**config.mk**
```make
export PLATFORM = sky130hd
export DESIGN_NAME = clock_source_startup_sequencer
export DESIGN_NICKNAME = d
export VERILOG_FILES = /design/src/hdl/clk_startup_pkg.sv /design/src/hdl/clock_source_startup_sequencer.sv
export SDC_FILE = /design/constraint.sdc
export NUM_CORES = 1
export LEC_CHECK = 0
export BUFFER_PORTS_ARGS = -buffer_cell sky130_fd_sc_hd__buf_4
export CORE_ASPECT_RATIO = 0.7
export CORE_MARGIN = 1.5
export CORE_UTILIZATION = 57
export DETAILED_ROUTE_END_ITERATION = 10
export MAX_ROUTING_LAYER = met4
export PLACE_DENSITY = 0.85
export SYNTH_ARGS = -nofsm -noshare
export SYNTH_HDL_FRONTEND = slang
export SYNTH_SLANG_ARGS = --single-unit
```
**constraint.sdc**
```tcl
create_clock -name aclk -period 4.9 [get_ports aclk]
set_input_delay 0.49 -clock aclk [delete_from_list [all_inputs] [get_ports aclk]]
set_output_delay 0.49 -clock aclk [all_outputs]
set_load 0.005 [all_outputs]
```
**src/hdl/clk_startup_pkg.sv**
```systemverilog
// Notes on behaviour
// - Decode four-bit source code, route chosen clock
// - Fuse bit one means unprogrammed, zero programmed
// - Factory default: code 0010, start-up 10, divide on
// - Extra time-out after other resets release
// - Time-out counted on watchdog oscillator ticks
// - Time-out lengths: 0, 512 or 8192 cycles
// - Count selected oscillator ticks, then release reset
// - Stability count depends on clock type
// - Reset: time-out plus stability; wake: stability only
// - Low-power upper bits give frequency range
// - Low-power start-up table, low select bit zero
// - Low-power start-up table, low select bit one
// - Divide-by-eight fuse programmed divides clock by 8
package clk_startup_pkg;

    // Fuse image as stored, one means unprogrammed
    typedef struct packed {
        logic [3:0] clock_source_select_fuses; // Source code
        logic [1:0] startup_time_fuses;        // Start-up code
        logic divide_by_eight_fuse;            // Zero divides by 8
    } fuse_t;

    localparam fuse_t FUSE_DEFAULT = '{4'h2, 2'h2, 1'b0};

    // Source selector values, also index into the tick vector
    localparam logic [2:0] SRC_LP_XTAL = 3'h0;
    localparam logic [2:0] SRC_FS_XTAL = 3'h1;
    localparam logic [2:0] SRC_LF_XTAL = 3'h2;
    localparam logic [2:0] SRC_RC_128K = 3'h3;
    localparam logic [2:0] SRC_RC_CAL = 3'h4;
    localparam logic [2:0] SRC_EXT_CLK = 3'h5;
    localparam logic [2:0] SRC_RESERVED = 3'h6;
    localparam int NUM_SRC = 6;

    // Watchdog oscillator time-out lengths
    localparam logic [13:0] TOUT_NONE = 14'h0000;
    localparam logic [13:0] TOUT_SHORT = 14'h0200;
    localparam logic [13:0] TOUT_LONG = 14'h2000;

    // Stability counts in cycles of the chosen oscillator
    localparam logic [15:0] CK_EXT = 16'h0006;
    localparam logic [15:0] CK_RC = 16'h0006;
    localparam logic [15:0] CK_258 = 16'h0102;
    localparam logic [15:0] CK_1K = 16'h0400;
    localparam logic [15:0] CK_16K = 16'h4000;
    localparam logic [15:0] CK_32K = 16'h8000;
    localparam logic [15:0] CK_RESET_EXTRA = 16'h000E;

    // Divider terminal count for divide-by-eight
    localparam logic [2:0] DIV8_LAST = 3'h7;

    // Register byte offsets
    localparam logic [3:0] OFS_CTRL = 4'h0;
    localparam logic [3:0] OFS_STATUS = 4'h4;
    localparam logic [3:0] OFS_COUNT = 4'h8;
    localparam int CTRL_SLEEP_BIT = 0;

    // Status field positions
    localparam int ST_STATE_POS = 0;
    localparam int ST_RSTN_POS = 4;
    localparam int ST_CLKEN_POS = 5;
    localparam int ST_SRC_POS = 8;
    localparam int ST_FUSE_POS = 16;
    localparam int ST_RANGE_POS = 24;

    localparam logic [1:0] RESP_OKAY = 2'h0;
    localparam logic [1:0] RESP_SLVERR = 2'h2;

endpackage

```
**src/hdl/clock_source_startup_sequencer.sv**
```systemverilog
`timescale 1ns/1ps
module clock_source_startup_sequencer (
    input wire logic aclk, // System clock, 200 MHz
    input wire logic aresetn, // Synchronous reset, low active
    input clk_startup_pkg::fuse_t fuse_in, // Raw fuse image
    input wire logic other_reset_active, // Any other reset source holding
    input wire logic wdt_osc_tick, // Watchdog oscillator cycle pulse
    input wire logic [5:0] osc_tick, // Per-source oscillator cycle pulses
    input wire logic wake_event, // Wake from power-save or power-down
    output logic sys_clk_en, // Gated, divided core clock enable
    output logic core_reset_n, // Core reset, low active
    input wire logic [3:0] s_axi_awaddr, // Write address
    input wire logic s_axi_awvalid, // Write address valid
    output logic s_axi_awready, // Write address ready
    input wire logic [31:0] s_axi_wdata, // Write data
    input wire logic [3:0] s_axi_wstrb, // Write strobes
    input wire logic s_axi_wvalid, // Write data valid
    output logic s_axi_wready, // Write data ready
    output logic [1:0] s_axi_bresp, // Write response
    output logic s_axi_bvalid, // Write response valid
    input wire logic s_axi_bready, // Write response ready
    input wire logic [3:0] s_axi_araddr, // Read address
    input wire logic s_axi_arvalid, // Read address valid
    output logic s_axi_arready, // Read address ready
    output logic [31:0] s_axi_rdata, // Read data
    output logic [1:0] s_axi_rresp, // Read response
    output logic s_axi_rvalid, // Read data valid
    input wire logic s_axi_rready // Read data ready
);
    import clk_startup_pkg::*;

    typedef enum logic [2:0] {
        ST_FUSE, ST_HOLD, ST_TOUT, ST_STAB, ST_RUN, ST_SLEEP, ST_INVALID
    } seq_state_t;

    // Source from the stored code; fuse levels used as stored
    function automatic logic [2:0] decode_source(input logic [3:0] code);
        if (code[3]) begin
            decode_source = SRC_LP_XTAL;
        end else begin
            case (code[2:0])
                3'h7, 3'h6: decode_source = SRC_FS_XTAL;
                3'h5, 3'h4: decode_source = SRC_LF_XTAL;
                3'h3: decode_source = SRC_RC_128K;
                3'h2: decode_source = SRC_RC_CAL;
                3'h0: decode_source = SRC_EXT_CLK;
                default: decode_source = SRC_RESERVED;
            endcase
        end
    endfunction

    // Time-out in watchdog cycles from start-up and source fuses
    function automatic logic [13:0] timeout_len(input fuse_t f);
        logic [2:0] sel;
        sel = {f.clock_source_select_fuses[0], f.startup_time_fuses};
        timeout_len = TOUT_LONG;
        case (decode_source(f.clock_source_select_fuses))
            SRC_LP_XTAL, SRC_FS_XTAL: begin
                case (sel)
                    3'h0, 3'h3, 3'h6: timeout_len = TOUT_SHORT;
                    3'h2, 3'h5: timeout_len = TOUT_NONE;
                    default: timeout_len = TOUT_LONG;
                endcase
            end
            default: begin
                case (f.startup_time_fuses)
                    2'h0: timeout_len = TOUT_NONE;
                    2'h1: timeout_len = TOUT_SHORT;
                    default: timeout_len = TOUT_LONG;
                endcase
            end
        endcase
    endfunction

    // Stability count in selected oscillator cycles
    function automatic logic [15:0] stable_len(input fuse_t f);
        logic [2:0] sel;
        sel = {f.clock_source_select_fuses[0], f.startup_time_fuses};
        stable_len = CK_RC;
        case (decode_source(f.clock_source_select_fuses))
            SRC_LP_XTAL, SRC_FS_XTAL: begin
                case (sel)
                    3'h0, 3'h1: stable_len = CK_258;
                    3'h2, 3'h3, 3'h4: stable_len = CK_1K;
                    default: stable_len = CK_16K;
                endcase
            end
            SRC_LF_XTAL: stable_len = sel[2] ? CK_32K : CK_1K;
            SRC_EXT_CLK: stable_len = CK_EXT;
            default: stable_len = CK_RC;
        endcase
    endfunction

    // Captured fuses and derived settings
    fuse_t fuse_q, fuse_d; // Fuse image, frozen after capture
    logic [2:0] src_q, src_d; // Selected source
    logic [13:0] tout_q, tout_d; // Time-out target
    logic [15:0] stab_q, stab_d; // Stability target without reset extra
    logic [2:0] range_q, range_d; // Low-power frequency range code
    logic div8_on; // Programmed divider fuse

    // Sequencer state
    seq_state_t state_q, state_d; // Start-up state
    logic [15:0] cnt_q, cnt_d; // Tick counter for both phases
    logic from_reset_q, from_reset_d; // Count includes reset extra
    logic [2:0] div_q, div_d; // Divide-by-eight phase
    logic clk_en_q, clk_en_d; // Core clock enable
    logic rstn_q, rstn_d; // Core reset level
    logic sel_tick; // Tick of the chosen source
    logic [15:0] stab_target; // Full stability target this run
    logic sleep_req; // Software sleep request pulse

    assign div8_on = !fuse_q.divide_by_eight_fuse;
    assign sel_tick = (src_q < SRC_RESERVED) ? osc_tick[src_q] : 1'b0;
    assign stab_target = from_reset_q ? stab_q + CK_RESET_EXTRA : stab_q;

    // Fuse capture: once, on the first cycle after reset release
    always_comb begin
        fuse_d = fuse_q;
        src_d = src_q;
        tout_d = tout_q;
        stab_d = stab_q;
        range_d = range_q;
        if (state_q == ST_FUSE) begin
            fuse_d = fuse_in;
            src_d = decode_source(fuse_in.clock_source_select_fuses);
            tout_d = timeout_len(fuse_in);
            stab_d = stable_len(fuse_in);
            range_d = fuse_in.clock_source_select_fuses[3:1];
        end
    end

    // Sequencer next state
    always_comb begin
        state_d = state_q;
        cnt_d = cnt_q;
        from_reset_d = from_reset_q;
        div_d = div_q;
        clk_en_d = 1'b0;
        rstn_d = rstn_q;
        case (state_q)
            ST_FUSE: begin
                state_d = ST_HOLD;
                rstn_d = 1'b0;
            end
            ST_HOLD: begin
                // Wait for every other reset source to let go
                cnt_d = 16'h0000;
                from_reset_d = 1'b1;
                rstn_d = 1'b0;
                if (!other_reset_active) begin
                    if (src_q == SRC_RESERVED) begin
                        state_d = ST_INVALID;
                    end else if (tout_q == TOUT_NONE) begin
                        state_d = ST_STAB;
                    end else begin
                        state_d = ST_TOUT;
                    end
                end
            end
            ST_TOUT: begin
                if (wdt_osc_tick) begin
                    cnt_d = cnt_q + 16'h0001;
                    if (cnt_q == {2'b00, tout_q} - 16'h0001) begin
                        state_d = ST_STAB;
                        cnt_d = 16'h0000;
                    end
                end
            end
            ST_STAB: begin
                if (sel_tick) begin
                    cnt_d = cnt_q + 16'h0001;
                    if (cnt_q == stab_target - 16'h0001) begin
                        state_d = ST_RUN;
                        rstn_d = 1'b1;
                        div_d = 3'h0;
                    end
                end
            end
            ST_RUN: begin
                // Only here does the core see clock cycles
                rstn_d = 1'b1;
                if (sel_tick) begin
                    div_d = div_q + 3'h1;
                    clk_en_d = !div8_on || (div_q == DIV8_LAST);
                end
                if (sleep_req) begin
                    state_d = ST_SLEEP;
                end
            end
            ST_SLEEP: begin
                // Oscillator assumed stopped; supply assumed good on wake
                cnt_d = 16'h0000;
                if (wake_event) begin
                    state_d = ST_STAB;
                    from_reset_d = 1'b0;
                end
            end
            ST_INVALID: rstn_d = 1'b0;
            default: state_d = ST_HOLD;
        endcase
        // Any other reset source restarts the whole sequence
        if (other_reset_active && state_q != ST_FUSE) begin
            state_d = ST_HOLD;
            rstn_d = 1'b0;
            clk_en_d = 1'b0;
        end
    end

    // Sequencer registers
    always_ff @(posedge aclk) begin
        if (!aresetn) begin
            fuse_q <= FUSE_DEFAULT;
            src_q <= SRC_RC_CAL;
            tout_q <= TOUT_LONG;
            stab_q <= CK_RC;
            range_q <= 3'h0;
            state_q <= ST_FUSE;
            cnt_q <= 16'h0000;
            from_reset_q <= 1'b1;
            div_q <= 3'h0;
            clk_en_q <= 1'b0;
            rstn_q <= 1'b0;
        end else begin
            fuse_q <= fuse_d;
            src_q <= src_d;
            tout_q <= tout_d;
            stab_q <= stab_d;
            range_q <= range_d;
            state_q <= state_d;
            cnt_q <= cnt_d;
            from_reset_q <= from_reset_d;
            div_q <= div_d;
            clk_en_q <= clk_en_d;
            rstn_q <= rstn_d;
        end
    end

    assign sys_clk_en = clk_en_q;
    assign core_reset_n = rstn_q;

    // AXI4-Lite slave; one write and one read at a time
    logic aw_have_q, aw_have_d; // Write address held
    logic w_have_q, w_have_d; // Write data held
    logic [3:0] awaddr_q, awaddr_d; // Held write address
    logic [31:0] wdata_q, wdata_d; // Held write data
    logic [3:0] wstrb_q, wstrb_d; // Held strobes
    logic bvalid_q, bvalid_d; // Write response pending
    logic [1:0] bresp_q, bresp_d; // Write response code
    logic rvalid_q, rvalid_d; // Read data pending
    logic [1:0] rresp_q, rresp_d; // Read response code
    logic [31:0] rdata_q, rdata_d; // Read data
    logic sleep_q, sleep_d; // Sleep request pulse
    logic [31:0] status_word; // Live status view

    always_comb begin
        status_word = 32'h0000_0000;
        status_word[ST_STATE_POS +: 3] = state_q;
        status_word[ST_RSTN_POS] = rstn_q;
        status_word[ST_CLKEN_POS] = (state_q == ST_RUN);
        status_word[ST_SRC_POS +: 3] = src_q;
        status_word[ST_FUSE_POS +: 7] = fuse_q;
        status_word[ST_RANGE_POS +: 3] = range_q;
    end

    assign sleep_req = sleep_q;

    // Bus next state
    always_comb begin
        aw_have_d = aw_have_q;
        w_have_d = w_have_q;
        awaddr_d = awaddr_q;
        wdata_d = wdata_q;
        wstrb_d = wstrb_q;
        bvalid_d = bvalid_q;
        bresp_d = bresp_q;
        rvalid_d = rvalid_q;
        rresp_d = rresp_q;
        rdata_d = rdata_q;
        sleep_d = 1'b0;
        if (s_axi_awvalid && !aw_have_q) begin
            aw_have_d = 1'b1;
            awaddr_d = s_axi_awaddr;
        end
        if (s_axi_wvalid && !w_have_q) begin
            w_have_d = 1'b1;
            wdata_d = s_axi_wdata;
            wstrb_d = s_axi_wstrb;
        end
        if (bvalid_q && s_axi_bready) begin
            bvalid_d = 1'b0;
        end
        // Both halves in hand: act on the write
        if (aw_have_q && w_have_q && !bvalid_q) begin
            aw_have_d = 1'b0;
            w_have_d = 1'b0;
            bvalid_d = 1'b1;
            bresp_d = RESP_OKAY;
            case ({awaddr_q[3:2], 2'b00})
                OFS_CTRL: sleep_d = wstrb_q[0] && wdata_q[CTRL_SLEEP_BIT];
                OFS_STATUS, OFS_COUNT: bresp_d = RESP_OKAY;
                default: bresp_d = RESP_SLVERR;
            endcase
        end
        if (rvalid_q && s_axi_rready) begin
            rvalid_d = 1'b0;
        end
        if (s_axi_arvalid && !rvalid_q) begin
            rvalid_d = 1'b1;
            rresp_d = RESP_OKAY;
            case ({s_axi_araddr[3:2], 2'b00})
                OFS_CTRL: rdata_d = 32'h0000_0000;
                OFS_STATUS: rdata_d = status_word;
                OFS_COUNT: rdata_d = {16'h0000, cnt_q};
                default: begin
                    rdata_d = 32'h0000_0000;
                    rresp_d = RESP_SLVERR;
                end
            endcase
        end
    end

    // Bus registers
    always_ff @(posedge aclk) begin
        if (!aresetn) begin
            aw_have_q <= 1'b0;
            w_have_q <= 1'b0;
            awaddr_q <= 4'h0;
            wdata_q <= 32'h0000_0000;
            wstrb_q <= 4'h0;
            bvalid_q <= 1'b0;
            bresp_q <= RESP_OKAY;
            rvalid_q <= 1'b0;
            rresp_q <= RESP_OKAY;
            rdata_q <= 32'h0000_0000;
            sleep_q <= 1'b0;
        end else begin
            aw_have_q <= aw_have_d;
            w_have_q <= w_have_d;
            awaddr_q <= awaddr_d;
            wdata_q <= wdata_d;
            wstrb_q <= wstrb_d;
            bvalid_q <= bvalid_d;
            bresp_q <= bresp_d;
            rvalid_q <= rvalid_d;
            rresp_q <= rresp_d;
            rdata_q <= rdata_d;
            sleep_q <= sleep_d;
        end
    end

    // Ready is high whenever the holding slot is empty
    assign s_axi_awready = !aw_have_q;
    assign s_axi_wready = !w_have_q;
    assign s_axi_bvalid = bvalid_q;
    assign s_axi_bresp = bresp_q;
    assign s_axi_arready = !rvalid_q;
    assign s_axi_rvalid = rvalid_q;
    assign s_axi_rresp = rresp_q;
    assign s_axi_rdata = rdata_q;
endmodule // clock_source_startup_sequencer

```
Yosys cells after proc, flatten, opt, wreduce, memory -nomap -nowiden:

Cells that the tools add are included.

* flip-flop bits (word level): 115
* bits in latches: 0
* bits in writable memories: 0
* bits in read-only memories: 0
* bits of input ports: 67
* output and inout bits: 43
* word-level logic and storage cells: 175
* memories kept: 0

* $add $sub $neg: 5
* $mul: 0
* divide/modulo/power cells: 0
* order comparisons: 2
* eq/ne operators: 45
* shift operators: 0
* mux-type cells: 44
* bitwise gates (word level): 4
* reductions and logical operators: 50

Operators with widths (number)
* 16-bit two-way mux: 5
* 14-bit one-hot mux with 2 select lines: 2
* 27-bit one-hot mux with 2 select lines: 1
* 16-bit one-hot mux with 3 select lines: 1
* 3-bit two-way mux: 13
* 3-bit equality test, second input constant: 12
* 16-bit equality test: 2
* 16-bit one-hot mux with 2 select lines: 1
* 15-bit one-hot mux with 2 select lines: 1
* 3-bit by 2-bit equality test with 1-bit output, second input constant: 7
* 2-bit != test, second input constant: 9
* 3-bit != test, second input constant: 6
* 3-bit one-hot mux with 6 select lines: 1
* 16-bit by 1-bit adder with 16-bit output, second input constant: 1
* 16-bit by 4-bit adder with 16-bit output, second input constant: 1
* 8-bit AND reduction: 2
* 2-bit OR reduction: 8
* 16-bit by 1-bit subtractor with 16-bit output, second input constant: 1
* 3-bit one-hot mux with 5 select lines: 1
* 3-bit OR reduction: 5
* 14-bit by 1-bit subtractor with 15-bit output, second input constant: 1
* 14-bit logical NOT: 1
* 14-bit two-way mux: 1
* 3-bit logical NOT: 4
* 24 further kinds: 63

Logic depth before layout (Yosys ltp):

* depth in word-level cells: 8
* gate-level depth with buffers: 12
* gate-level depth less buffers: 12

Worst setup path after synthesis:

Ideal clock, no wire load.

* path kind: reg2reg
* start point: register stab_q[1]
* end point: register state_q[0]
* arrival time: 2.811 ns
* required time: 4.778 ns
* path slack: 1.968 ns
* cell stages (with the launch flop): 13
* buffers on the path: 0
* cells stage by stage: dfxtp_1 inv_1 ha_1 nand2_1 o21ai_0 and3_1 ha_1 xor2_1 nand3_1 or4_4 a2111oi_4 a21boi_2 o311a_1

* cells in the longest elaborated chain, start to end: 6

Ends and longest elaborated chain
* start, declared: line clock_source_startup_sequencer.sv:98 `logic [15:0] stab_q, stab_d;`
* start signal, assigned: line clock_source_startup_sequencer.sv:228 `stab_q <= stab_d;`
* 16-bit by 4-bit adder with 16-bit output: line clock_source_startup_sequencer.sv:115 `assign stab_target = from_reset_q ? stab_q + CK_RESET_EXTRA : stab_q;`
* 16-bit two-way mux *: line clock_source_startup_sequencer.sv:115
* 16-bit by 1-bit subtractor with 16-bit output *: line clock_source_startup_sequencer.sv:173 `if (cnt_q == stab_target - 16'h0001) begin`
* 16-bit equality test *: line clock_source_startup_sequencer.sv:173
* 3-bit != test (no source line) *
* 8-bit AND reduction (no source line) *
* end signal, assigned: line clock_source_startup_sequencer.sv:230 `state_q <= state_d;`
* end, declared: line clock_source_startup_sequencer.sv:103 `seq_state_t state_q, state_d;`

Mark *: on every way between the ends. The rest lies on a longest branch, timed or not.
A chain may end at the register's enable or synchronous reset.

Final worst setup path:

Same ends and word-level chain as after synthesis.

==> results.tsv <==
metric	value	unit
number of synthesized flops with an enable pin	0	
final setup margin	1610	ps
VDD IR max	0.163	mV
cell with the most instances after synthesis	dfxtp_1	
drt initial violations	388	
Area Overhead vs Synth	15.4	%
Mean Syn Cell Area	8.44	um^2
worst skew pair latency	350	ps
Non-Filler Instances	627	
vias post-DR	3710	
post_cts resized	0	
clk buf depth	2	
starting density of the core	60.1	%
Async S/R FF share, synth	0	%
Detailed Place HPWL	7070	um
largest net degree at the start of global routing	68	
kind of critical path	reg -> reg	
initial antenna violation count	0	
global route overflow	0	
Via density	5.92	
register area share after synthesis	38.3	%
dpl cells	612	
minimum clock period	3290	ps
vias in the first global route	3102	
cell taking the most area after synthesis	dfxtp_1	
mean routed wirelength per cell	15.7	um
# diodes	0	
TritonCTS clock tree	built	
total CTS buffers	9	
final net count	607	
DIE AREA	7780	um^2
top cells by area, synth	dfxtp_1 (38%), nand2_1 (5.7%), nor2b_1 (4.4%)	
Power, Total	1.49	mW
Slew @ Worst Pin	1190	ps
Mapped Cells	490	
CP Launch Point	stab_q[1]$_SDFFE_PN1P_	
Root Buffer	clkbuf_8	
post-CTS setup buffers	0	
PD cells	312	nW/um^2
global-route wire length before repair	15300	um
startpoint types	flop	
# IOs	110	
drt drc	0	
Total GRT Usage	25.7	%
CP endpoint kind	flop	
setup tns final	0	ps
Critical Path RT	5140	ps
Setup Skew	13.7	ps
post-synth top area share	38.3	%
DRT Pass-1 Iters	5	
max-cap violations	0	
status	complete, no violations	
Tcrit/Tclk final	67.2	%
Final setup violation count	0	
Die H	74.3	um
Fin. Hold Viols	0	
RSZ-0062 raised after global routing	false	
ANT nets after route	0	
CTS Hold Bufs	0	
fin. max-slew vios	0	
final WL	9840	um
Distinct cells, synth	69	
layout cell share with drive strength beyond 1	17.6	%
Util after Layout	69.3	%
P_leak	1.86	nW
pre-CTS setup slack	1650	ps
Worst Hold Class	in -> reg	
Slew HR	20.2	%
reg2reg start	stab_q[1]$_SDFFE_PN1P_	
cell area after synthesis	4130	um^2
Yosys Warn Count	0	
htree depth	3	
Main synth FF type	dfxtp_1	
Die X	105	um
RD Place Congestion	0.946	
Worst Hold Launch	s_axi_wvalid	
Synth top cells by count	dfxtp_1 (79), nand2_1 (63), nor2_1 (35)	
worst path arrival time	3530	ps
FMAX	304	MHz
Port Buffers	63	
clock sink count	79	
Clk pin slew, worst setup/hold paths	80	ps
core box area	6880	um^2
Worst Path Max Fanout	6	
FF+latch count, synth	79	
row count	25	
-- path summary, 6_finish.rpt --
path	endpoint	slack, ps	cells after the start
worst min-delay path	w_have_q$_SDFFE_PP0P_	350	3
worst min register to register	s_axi_rdata[3]$_SDFFE_PN0P_	470	2
worst max-delay path	state_q[0]$_SDFFE_PN0P_	1610	12
worst max register to register	state_q[0]$_SDFFE_PN0P_	1610	12
-- where the power goes --
part,internal [mW],total (mW),switching (mW),leakage [nW]
clock network,0.285,0.519,0.234,0.103
logic,0.114,0.262,0.148,1.11
registers,0.672,0.709,0.0373,0.643
-- cell usage in the layout (no fill, tap or decap), drive strengths merged, types with 6 or more instances in the layout --
cell type  netlist  routed
a21boi          20      20
a21oi           11      11
a222oi           9       9
a22oi           10      10
a31oi            6       6
buf             16      65
clkbuf          28      10
conb             1       8
dfxtp           79      79
ha              11      11
inv             14      15
nand2           63      63
nand3           19      19
nor2            35      35
nor2b           29      29
nor3            15      15
o21ai           12      12
or3              7       7
xnor2           17      17
xor2             9       9
-- logic make-up after synthesis --
family                   after synthesis  synth area share, %
flip-flops                            79                 38.3
other                                  1               0.0907
AND/OR/NAND/NOR                      207                 25.6
multiplexers                           7                 1.79
XOR/XNOR                              26                 5.69
buffers and inverters                 58                 6.36
AO/OA/AOI/OAI                        101                 18.9
adder cells (fa/ha/maj)               11                 3.33
-- critical path, cell delays in order, from the launching register on --
cell and delay, ps:
dfxtp_1 460, inv_1 110, ha_1 300, nand2_1 60, o21ai_0 120, and3_1 210
ha_1 300, xor2_1 140, nand3_1 100, or4_4 510, a2111oi_4 440, a21boi_2 120
o311a_1 330
-- per-stage QoR --
step	cell area [um^2]	hold slack [ps]
2_1_floorplan	4160	419
3_3_place_gp	4560	440
3_5_place_dp	4560	458
4_1_cts	4770	339
5_1_grt	4770	341
6_report	4770	347
-- registers in the layout (all words and copies together) (netlist names) --
| name | flops |
|---|---|
| aw_have_q | 1 |
| awaddr_q | 2 |
| cnt_q | 16 |
| core_reset_n | 1 |
| div_q | 3 |
| from_reset_q | 1 |
| fuse_q | 7 |
| range_q | 1 |
| s_axi_bresp | 1 |
| s_axi_bvalid | 1 |
| s_axi_rdata | 24 |
| s_axi_rresp | 1 |
| s_axi_rvalid | 1 |
| sleep_q | 1 |
| src_q | 3 |
| stab_q | 6 |
| state_q | 3 |
| sys_clk_en | 1 |
| tout_q | 2 |
| w_have_q | 1 |
| wdata_q | 1 |
| wstrb_q | 1 |
-- per-layer routing --
metal,wire length [um],GRT usage (%),up-vias,share of wire (%)
met5,0,-,-,0
met4,84,6.24,0,0.85
met3,703,5.70,11,7.1
met2,4590,40.1,142,47
met1,4460,34.4,1770,45
li1,-,-,1787,-
-- cell type report --
cell class                      instances  area (um^2)
Multi-Input combinational cell        360         2320
Inverter                               14         52.6
Sequential cell                        79         1580
Clock buffer                           10          128
Fill cell                             541         2110
Clock inverter                          5         81.3
Timing Repair Buffer                   65          488
Tap cell                               94          118
(Power assumes the default switching activity.)
